## src/rdbk_pkg.sv

```systemverilog
// Constants and types shared by the two-wire readback target
package rdbk_pkg;
    // Fixed upper part of the seven-bit target address
    localparam logic [4:0]  ADDR_FIXED      = 5'h13;
    // Register word indices on the Avalon-MM slave
    localparam logic [3:0]  OFF_CODE0       = 4'h0;
    localparam logic [3:0]  OFF_CTRL        = 4'h4;
    localparam logic [3:0]  OFF_STATUS      = 4'h5;
    localparam logic [3:0]  OFF_LOG         = 4'h6;
    localparam logic [31:0] CTRL_RESET      = 32'h0000_0001;
    localparam int          CTRL_EN_BIT     = 0;
    // Channel register fields
    localparam int          CODE_LSB        = 0;
    localparam int          CODE_W          = 12;
    localparam int          PM_LSB          = 12;
    localparam int          PM_W            = 2;
    // Status and log register fields
    localparam int          ST_BUSY_BIT     = 8;
    localparam int          ST_LOG_BIT      = 9;
    localparam int          LOG_VALID_BIT   = 8;
    // Control byte fields
    localparam int          CB_PD_BIT       = 0;
    localparam int          CB_SEL_LSB      = 1;
    localparam int          CB_MODE_LSB     = 4;
    localparam int          CB_EXT_LSB      = 6;
    localparam logic [7:0]  CB_RESET        = 8'h00;
    // Readback byte contents
    localparam logic [5:0]  PD_FILL         = 6'h3F;
    localparam logic [3:0]  LOW_FILL        = 4'h0;
    localparam logic [1:0]  LAST_PLAIN      = 2'h1;
    localparam logic [1:0]  LAST_PD         = 2'h2;
    // Control byte log
    localparam int          LOG_WIDTH       = 8;
    localparam int          LOG_DEPTH       = 16;

    typedef enum logic [2:0] {
        ST_IDLE, ST_ADDR, ST_ADDR_ACK, ST_CTRL, ST_CTRL_ACK,
        ST_TX, ST_TX_ACK, ST_IGNORE
    } tgt_state_t;
endpackage : rdbk_pkg

```

## src/rdbk_target.sv

```systemverilog
// Two-wire readback target of a quad 12-bit converter with Avalon-MM regs
//
// What this block does
// [RQ1] Start plus write address; low bits from pins
// [RQ2] Acknowledge own write address, data line low
// [RQ3] Control byte acknowledged; fields ext, mode, sel, pd
// [RQ4] Master repeats start, resends address for read
// [RQ5] Acknowledge read address, then drive data line
// [RQ6] Power flag selects two or three bytes
// [RQ7] Channel select picks code and power state
// [RQ8] Flag clear: high byte then low byte
// [RQ9] Flag set: power status, high, low
// [RQ10] High byte holds code 11..4, MSB first
// [RQ11] Low byte: code 3..0 in upper nibble
// [RQ12] Status byte: mode bits 7..6, rest ones
// [RQ13] Master not-acknowledges last byte, then stop
// [RQ14] Master prefers repeated start before next write
// [RQ15] Mode bits: 00/11 open, 01 1k, 10 100k
// [RQ16] After not-acknowledge release line, wait start
//
// Added by the designer: the address map and the Avalon-MM slave port.
`timescale 1ns/1ps
`default_nettype none

// Parameterised first-in first-out store with valid/ready on both sides
module rdbk_fifo #(
    parameter int WIDTH = 8,
    parameter int DEPTH = 16
) (
    input  wire logic             mclk,
    input  wire logic             nrst,
    input  wire logic             in_valid,
    output logic                  in_ready,
    input  wire logic [WIDTH-1:0] in_data,
    output logic                  out_valid,
    input  wire logic             out_ready,
    output logic      [WIDTH-1:0] out_data
);
    localparam int AW = $clog2(DEPTH);
    logic [WIDTH-1:0] mem [DEPTH];
    logic [AW:0]      wr_ptr;
    logic [AW:0]      rd_ptr;
    wire              full  = (wr_ptr[AW] != rd_ptr[AW]) &&
                              (wr_ptr[AW-1:0] == rd_ptr[AW-1:0]);
    wire              empty = (wr_ptr == rd_ptr);
    wire              push  = in_valid && !full;
    wire              pop   = out_ready && !empty;
    assign in_ready  = !full;
    assign out_valid = !empty;
    assign out_data  = mem[rd_ptr[AW-1:0]];
    // Storage write
    always_ff @(posedge mclk) begin
        if (push) begin
            mem[wr_ptr[AW-1:0]] <= in_data;
        end
    end
    // Pointer update
    always_ff @(posedge mclk) begin
        if (!nrst) begin
            wr_ptr <= '0;
            rd_ptr <= '0;
        end else begin
            if (push) wr_ptr <= wr_ptr + 1'b1;
            if (pop)  rd_ptr <= rd_ptr + 1'b1;
        end
    end
endmodule : rdbk_fifo

// Target logic and register slave
module rdbk_target
    import rdbk_pkg::*;
(
    input  wire logic        mclk,
    input  wire logic        nrst,
    input  wire logic [3:0]  address,
    input  wire logic        read,
    input  wire logic        write,
    input  wire logic [31:0] writedata,
    input  wire logic [3:0]  byteenable,
    output logic      [31:0] readdata,
    output logic             waitrequest,
    input  wire logic        scl_in,
    output logic             scl_out,
    output logic             scl_oe,
    input  wire logic        sda_in,
    output logic             sda_out,
    output logic             sda_oe,
    input  wire logic        pin_addr_bit_hi,
    input  wire logic        pin_addr_bit_lo
);
    // Pin synchronisers; stage one feeds stage two only
    logic [3:0] sync1;
    logic [3:0] sync2;
    logic       scl_d;
    logic       sda_d;
    always_ff @(posedge mclk) begin
        if (!nrst) begin
            sync1 <= 4'hF;
            sync2 <= 4'hF;
            scl_d <= 1'b1;
            sda_d <= 1'b1;
        end else begin
            sync1 <= {scl_in, sda_in, pin_addr_bit_hi, pin_addr_bit_lo};
            sync2 <= sync1;
            scl_d <= sync2[3];
            sda_d <= sync2[2];
        end
    end

    // Bus condition decode
    wire scl_s    = sync2[3];
    wire sda_s    = sync2[2];
    wire scl_rise = scl_s && !scl_d;
    wire scl_fall = !scl_s && scl_d;
    wire start_c  = scl_s && scl_d && sda_d && !sda_s;
    wire stop_c   = scl_s && scl_d && !sda_d && sda_s;
    // Software registers
    logic [31:0] chan [4];
    logic [31:0] ctrl;
    logic        served;
    wire         req      = read || write;
    wire         done     = req && served;
    wire         en       = ctrl[CTRL_EN_BIT];
    wire         hit_code = (address < OFF_CTRL);
    wire         hit_ctrl = (address == OFF_CTRL);
    wire         hit_stat = (address == OFF_STATUS);
    wire         hit_log  = (address == OFF_LOG);
    wire [31:0]  be_mask  = {{8{byteenable[3]}}, {8{byteenable[2]}},
                             {8{byteenable[1]}}, {8{byteenable[0]}}};
    // Target state
    tgt_state_t  state;
    logic [7:0]  shift;
    logic [2:0]  bit_cnt;
    logic        got8;
    logic        rw_bit;
    logic [7:0]  cbyte;
    logic [1:0]  byte_idx;
    logic        drive_low;
    logic        stretch;
    // Control byte log
    logic        log_ready;
    logic        log_valid;
    logic [7:0]  log_data;
    wire         log_push = (state == ST_CTRL) && got8 && !scl_s;
    wire         log_pop  = done && read && hit_log;
    rdbk_fifo #(
        .WIDTH (LOG_WIDTH),
        .DEPTH (LOG_DEPTH)
    ) u_log (
        .mclk      (mclk),
        .nrst      (nrst),
        .in_valid  (log_push),
        .in_ready  (log_ready),
        .in_data   (shift),
        .out_valid (log_valid),
        .out_ready (log_pop),
        .out_data  (log_data)
    );
    // Address match against fixed bits and strapped pins
    wire [6:0]  own_addr  = {ADDR_FIXED, sync2[1], sync2[0]}; // RQ1
    wire        addr_hit  = (shift[7:1] == own_addr);
    // Selected channel and byte assembly
    wire [1:0]  sel       = cbyte[CB_SEL_LSB +: 2]; // RQ7
    wire        pd_flag   = cbyte[CB_PD_BIT];
    wire [31:0] sel_reg   = chan[sel]; // RQ7
    wire [11:0] sel_code  = sel_reg[CODE_LSB +: CODE_W];
    wire [1:0]  sel_pm    = sel_reg[PM_LSB +: PM_W]; // RQ15
    wire [7:0]  hi_byte   = sel_code[11:4]; // RQ10
    wire [7:0]  lo_byte   = {sel_code[3:0], LOW_FILL}; // RQ11
    wire [7:0]  pd_byte   = {sel_pm, PD_FILL}; // RQ12
    wire [1:0]  last_idx  = pd_flag ? LAST_PD : LAST_PLAIN; // RQ6
    wire [7:0]  first_tx  = pd_flag ? pd_byte : hi_byte; // RQ8 RQ9
    wire [1:0]  next_idx  = byte_idx + 2'h1;
    wire [7:0]  next_tx   = (pd_flag && next_idx == 2'h1) ? hi_byte
                                                          : lo_byte;
    wire        more      = (byte_idx != last_idx); // RQ6

    // Bit counter and byte-complete flag
    always_ff @(posedge mclk) begin
        if (!nrst || start_c) begin
            bit_cnt <= 3'h0;
            got8    <= 1'b0;
        end else if (scl_rise && (state == ST_ADDR || state == ST_CTRL
                                  || state == ST_TX)) begin
            bit_cnt <= bit_cnt + 3'h1;
            got8    <= (bit_cnt == 3'h7);
        end else if (scl_fall && (state == ST_ADDR_ACK
                                  || state == ST_TX_ACK)) begin
            got8    <= 1'b0;
        end else if (log_push && log_ready) begin
            got8    <= 1'b0;
        end
    end

    // Byte shifter: receive on rising clock, transmit on falling clock
    always_ff @(posedge mclk) begin
        if (!nrst) begin
            shift <= 8'hFF;
        end else if (scl_rise && state != ST_TX) begin
            shift <= {shift[6:0], sda_s};
        end else if (state == ST_ADDR_ACK && scl_fall && rw_bit) begin
            shift <= first_tx; // RQ5
        end else if (state == ST_TX_ACK && scl_fall) begin
            shift <= next_tx; // RQ8 RQ9
        end else if (state == ST_TX && scl_fall) begin
            shift <= {shift[6:0], 1'b1}; // RQ10
        end
    end

    // Target sequencer
    always_ff @(posedge mclk) begin
        if (!nrst) begin
            state     <= ST_IDLE;
            rw_bit    <= 1'b0;
            cbyte     <= CB_RESET;
            byte_idx  <= 2'h0;
            drive_low <= 1'b0;
            stretch   <= 1'b0;
        end else if (stop_c || !en) begin
            state     <= ST_IDLE;
            drive_low <= 1'b0;
            stretch   <= 1'b0;
        end else if (start_c) begin
            state     <= ST_ADDR; // RQ1 RQ4
            drive_low <= 1'b0;
            stretch   <= 1'b0;
        end else begin
            unique case (state)
                ST_IDLE, ST_IGNORE: begin
                    drive_low <= 1'b0;
                end
                ST_ADDR: begin
                    if (got8 && scl_fall) begin
                        if (addr_hit) begin
                            rw_bit    <= shift[0];
                            drive_low <= 1'b1; // RQ2 RQ5
                            state     <= ST_ADDR_ACK;
                        end else begin
                            state     <= ST_IGNORE;
                        end
                    end
                end
                ST_ADDR_ACK: begin
                    if (scl_fall) begin
                        byte_idx  <= 2'h0;
                        drive_low <= 1'b0;
                        state     <= rw_bit ? ST_TX : ST_CTRL; // RQ5
                    end
                end
                ST_CTRL: begin
                    if (log_push) begin
                        if (log_ready) begin
                            cbyte     <= shift; // RQ3
                            drive_low <= 1'b1; // RQ3
                            state     <= ST_CTRL_ACK;
                        end else begin
                            stretch   <= 1'b1; // Hold clock until room
                        end
                    end
                end
                ST_CTRL_ACK: begin
                    stretch   <= 1'b0; // Clock freed after ack is set up
                    if (scl_fall) begin
                        drive_low <= 1'b0;
                        state     <= ST_IGNORE; // RQ4
                    end
                end
                ST_TX: begin
                    if (got8 && scl_fall) begin
                        state     <= ST_TX_ACK;
                    end
                end
                ST_TX_ACK: begin
                    if (scl_rise && (sda_s || !more)) begin
                        state     <= ST_IGNORE; // RQ13 RQ16
                    end else if (scl_fall) begin
                        byte_idx  <= next_idx; // RQ8 RQ9
                        state     <= ST_TX;
                    end
                end
            endcase
        end
    end

    // Open-drain pin drive; data line low for ack or a zero data bit
    assign sda_out = 1'b0;
    assign scl_out = 1'b0;
    assign sda_oe  = drive_low || (state == ST_TX && !shift[7]); // RQ5
    assign scl_oe  = stretch;

    // Avalon-MM slave: one wait state per access
    assign waitrequest = req && !served;
    always_ff @(posedge mclk) begin
        if (!nrst) begin
            served <= 1'b0;
        end else begin
            served <= req && !served;
        end
    end

    // Register writes at the completing edge
    always_ff @(posedge mclk) begin
        if (!nrst) begin
            for (int i = 0; i < 4; i++) begin
                chan[i] <= 32'h0000_0000;
            end
            ctrl <= CTRL_RESET;
        end else if (done && write) begin
            if (hit_code) begin
                chan[address[1:0]] <= (chan[address[1:0]] & ~be_mask)
                                    | (writedata & be_mask);
            end
            if (hit_ctrl) begin
                ctrl <= (ctrl & ~be_mask) | (writedata & be_mask);
            end
        end
    end

    // Read data decode, masked to documented field widths
    wire [31:0] code_rd = {18'h0, chan[address[1:0]][13:0]};
    wire [31:0] ctrl_rd = {31'h0, ctrl[CTRL_EN_BIT]};
    wire [31:0] stat_rd = {22'h0, log_valid, (state != ST_IDLE), cbyte};
    wire [31:0] log_rd  = {23'h0, log_valid, log_data};
    wire [31:0] rd_mux  = hit_code ? code_rd :
                          hit_ctrl ? ctrl_rd :
                          hit_stat ? stat_rd :
                          hit_log  ? log_rd  : 32'h0000_0000;

    // Read data captured in the wait cycle, stands at the answer edge
    always_ff @(posedge mclk) begin
        if (!nrst) begin
            readdata <= 32'h0000_0000;
        end else if (read && !served) begin
            readdata <= rd_mux;
        end
    end
endmodule : rdbk_target

`default_nettype wire

```

## config.mk

```make
export PLATFORM = sky130hd
export DESIGN_NAME = rdbk_target
export DESIGN_NICKNAME = d
export VERILOG_FILES = /design/src/rdbk_pkg.sv /design/src/rdbk_target.sv
export SDC_FILE = /design/constraint.sdc
export NUM_CORES = 1
export LEC_CHECK = 0
export BUFFER_PORTS_ARGS = -buffer_cell sky130_fd_sc_hd__buf_2
export CAP_MARGIN = 20
export CORE_ASPECT_RATIO = 1.2
export CORE_UTILIZATION = 60
export CTS_CLUSTER_SIZE = 14
export DETAILED_ROUTE_END_ITERATION = 8
export PLACE_DENSITY = 0.82
export REMOVE_ABC_BUFFERS = 1
export SLEW_MARGIN = 20
export SYNTH_ARGS = -nofsm -noshare
export SYNTH_HDL_FRONTEND = slang
export SYNTH_SLANG_ARGS = --single-unit
```

## constraint.sdc

```tcl
create_clock -name mclk -period 3 [get_ports mclk]
set_input_delay 0.3 -clock mclk [delete_from_list [all_inputs] [get_ports mclk]]
set_output_delay 0.3 -clock mclk [all_outputs]
set_load 0.005 [all_outputs]
```

==> metrics.md <==
| Metric | Value |
|---|---|
| Run status | `finished clean` |
| Setup repair after global routing missed its margin | `false` |
| Worst slew pin tran | `0.937 ns` |
| Initial core utilization | `0.614` |
| Overall power | `7.52 mW` |
| Data arrival, critical path | `2.61 ns` |
| Startpoint of the lowest-slack register-to-register path | `u_log.wr_ptr[3]$_SDFFE_PN0P_` |
| Largest net degree at the start of global routing | `48` |
| Number of cells on the worst reg-to-reg path | `4` |
| Detailed route wirelength on metal2 | `13.5 mm` |
| Kind of capture point of the worst setup path | `register` |
| Post-synthesis average cell area | `13.5 sq um` |
| Number of antenna violations at the first check in global routing | `0` |
| Worst Hold Class | `in -> reg` |
| Share of post-route cells with drive strength above 1 | `0.205` |
| Kind of launch point of the worst setup path | `register` |
| Layout Area Growth over Synthesis | `11.2%` |
| Post-detailed-route DRC marker count | `0` |
| Summed negative setup slack over all endpoints | `0 ns` |
| Violation count after the first detailed-routing iteration | `794` |
| Summed area of non-filler cells in the final layout | `12,900 sq um` |
| Via count of the first global-routing pass | `7,252` |
| Max-Cap Viols | `0` |
| FF+latch count, synth | `254` |
| Placed wire-length estimate after detailed placement | `18.2 mm` |
| Wire length of the first global-routing pass | `41.5 mm` |
| Primary FF master, synth | `sky130_fd_sc_hd__edfxtp_1` |
| H-tree levels | `1` |
| Area of the core | `18,900 sq um` |
| Area post-placement | `12,000 sq um` |
| Root buffer selected by CTS | `sky130_fd_sc_hd__clkbuf_16` |
| Remaining antenna violation count after routing | `0` |
| Die Outline Area | `19,900 sq um` |
| Worst Path Class, Setup | `reg -> reg` |
| Launch point of the worst hold path | `writedata[0]` |
| Critical-path maximum fanout | `16` |
| Max Clock Freq | `409 MHz` |
| Max Used Layer | `met4` |
| Critical path startpoint | `u_log.wr_ptr[3]$_SDFFE_PN0P_` |
| Instance count of the mapped netlist | `861` |
| Total clock buffers created by CTS | `25` |
| Area of the mapped netlist | `11,600 sq um` |
| Worst ir drop on vdd | `0.000517 V` |
| Weighted congestion reported at the end of routability-driven placement | `0.889` |
| Post-detailed-routing wire length | `26.7 mm` |
| Routed length per instance | `22.6 um` |
| Clock transition time at the flip-flop clock pins of the worst setup and hold paths | `0.06 ns` |
| Sequential share of the synthesized area | `0.598` |
| Critical R2R Capture | `u_log.mem[1][6]$_DFFE_PP_` |
| Chip Width | `129 um` |
| Diodes inserted | `0` |
| Clock latency at the later pin of the worst-skew pair | `0.53 ns` |
| Std-Cell Rows | `55` |
| Met1 Wirelength | `10.0 mm` |
| Largest buffer count on any clock path | `3` |
| Routed wl met3 | `1.93 mm` |
| Total number of nets in the final design | `964` |
| Height of the chip | `154 um` |
| Most common cell after layout, fill and taps aside | `sky130_fd_sc_hd__edfxtp_1` |
| Number of buffers inserted by port buffering | `44` |
| Leading cell types in the layout, fill and taps excluded | `sky130_fd_sc_hd__edfxtp_1 (184), sky130_fd_sc_hd__nor2_1 (69), sky130_fd_sc_hd__dfxtp_1 (69), sky130_fd_sc_hd__mux4_2 (59), sky130_fd_sc_hd__nand2_1 (56)` |
| Clock tree from TritonCTS | `yes` |
| Clock sink count | `254` |
| Number of top-level pins | `85` |
| Fill cell count | `1,353` |
| Leakage power | `4.60 nW` |
| Power per standard cell area | `584 nW/um^2` |
| Final hold violation count | `0` |
| Reg2Reg Setup Slack | `0.55 ns` |
| Synthesis Warnings | `0` |
| Post-Place Worst Slack | `0.502 ns` |
| GRT Total Usage | `0.281` |
| Total number of vias | `7,444` |
| Count of different cell masters after synthesis | `72` |
| Via density per instance | `6.29` |
| Slew Viols, Final | `0` |
| Post-layout util | `0.683` |
| Tightest slew margin relative to the limit | `0.374` |
| Final setup viols | `0` |
| Critical path data required time | `3.16 ns` |
| Total overflow reported by the global router | `0` |
| Fin crit period | `2.45 ns` |
| Final Cycle Share | `0.816` |
| Worst hold path depth | `3` |
| Worst Clk Skew | `0.0150 ns` |
| Fraction of registers with async set or reset after synthesis | `0` |
| Post-layout worst setup margin | `0.553 ns` |
| Count of flip-flops with a built-in enable after synthesis | `184` |
| Detailed-routing iteration count for the pre-antenna-repair pass | `5` |
## cell families after synthesis
| kind of cell | synth area share |
|---|---|
| flops | 0.598 |
| other cells | 0.000324 |
| xor+xnor | 0.0140 |
| simple gates | 0.123 |
| compound gates | 0.0695 |
| fa+ha+maj | 0.00951 |
| buf+inv | 0.0442 |
| mux | 0.142 |
## synthesized netlist by cell type (all sizes together) (3+ instances only)
library cell	count	area share
or2	19	0.010
buf	50	0.027
mux4	59	0.11
xor2	4	0.0037
o21a	3	0.0019
nand2	56	0.018
inv	24	0.0078
mux2i	29	0.025
and3	16	0.0086
nor2b	13	0.0070
a22oi	15	0.0097
nor4	3	0.0027
o21ai	24	0.010
nand3	30	0.013
nand4	14	0.0076
nand3b	4	0.0026
dfxtp	70	0.12
a21o	3	0.0019
a221oi	10	0.0076
ha	8	0.0086
nor2	69	0.022
and3b	3	0.0023
a211oi	3	0.0019
edfxtp	184	0.48
and2	5	0.0027
o211ai	11	0.0076
o22ai	8	0.0043
or3	4	0.0022
a21oi	16	0.0076
clkbuf	27	0.0090
xnor2	12	0.010
nor3	9	0.0043
nor3b	3	0.0019
nand2b	20	0.011
## through the flow
step                cells  hold slack (ns)
CTS                  1183           0.0419
global route         1183           0.0517
floorplan             803            0.362
global placement     1133            0.388
finish               1183           0.0495
detailed placement   1133            0.398
## where the power goes
group          total, mW  switching, mW  leakage (nW)  internal [mW]
combinational      0.567          0.346          1.85          0.220
sequential          3.85         0.0432          2.34           3.81
clock               3.10           1.26         0.402           1.84
total               7.52           1.64          4.60           5.87
## registers in the layout (all words and copies together), names as in the netlist, 3 cells and up, named ones only
name / cells
shift: 8
cbyte: 8
state: 3
u_log.wr_ptr: 5
u_log.rd_ptr: 5
readdata: 14
u_log.mem: 128
sync1: 4
sync2: 4
bit_cnt: 3
chan: 56
## worst max-delay path, stage by stage, from the launching register on
cell	delay, ns
sky130_fd_sc_hd__dfxtp_1	0.56
sky130_fd_sc_hd__xnor2_2	0.12
sky130_fd_sc_hd__and4_1	0.23
sky130_fd_sc_hd__a21oi_2	0.59
sky130_fd_sc_hd__and3_1	0.57
## routing by layer
layer,GRT usage,up-vias
met3,0.0318,82
met1,0.363,3660
met4,0.125,0
met5,0,-
li1,-,3319
met2,0.478,383
## repair_timing
item / 4_1_cts / 5_1_grt
hold buffers: 4 / 0
buffers inserted: 0 / 0
endpoints found under the hold margin: 4 / 0
endpoints found under the setup margin: 0 / 0
gates resized for setup: 0 / 0
## worst max-delay path by stage
stage	to	slack, ns	cells after the start
floorplan	readdata[1]$_SDFFE_PN0P_	0.30	5
global placement	chan[1][12]$_SDFFCE_PN0P_	0.54	7
detailed placement	chan[1][12]$_SDFFCE_PN0P_	0.50	7
CTS	u_log.mem[0][5]$_DFFE_PP_	0.56	4
global route	u_log.mem[0][5]$_DFFE_PP_	0.42	4
finish	u_log.mem[1][6]$_DFFE_PP_	0.55	4
## area by class of cell
| class | instances | area, sq um | area share |
|---|---|---|---|
| inverters | 24 | 90.1 | 0.00699 |
| multi-input cells | 525 | 4220 | 0.327 |
| clock buffers | 40 | 733 | 0.0569 |
| clock inverters | 6 | 82.6 | 0.00641 |
| flip-flops and latches | 254 | 6930 | 0.538 |
| repair buffers | 78 | 510 | 0.0396 |
| well taps | 256 | 320 | 0.0249 |
Power figures use the tool's default switching activity.
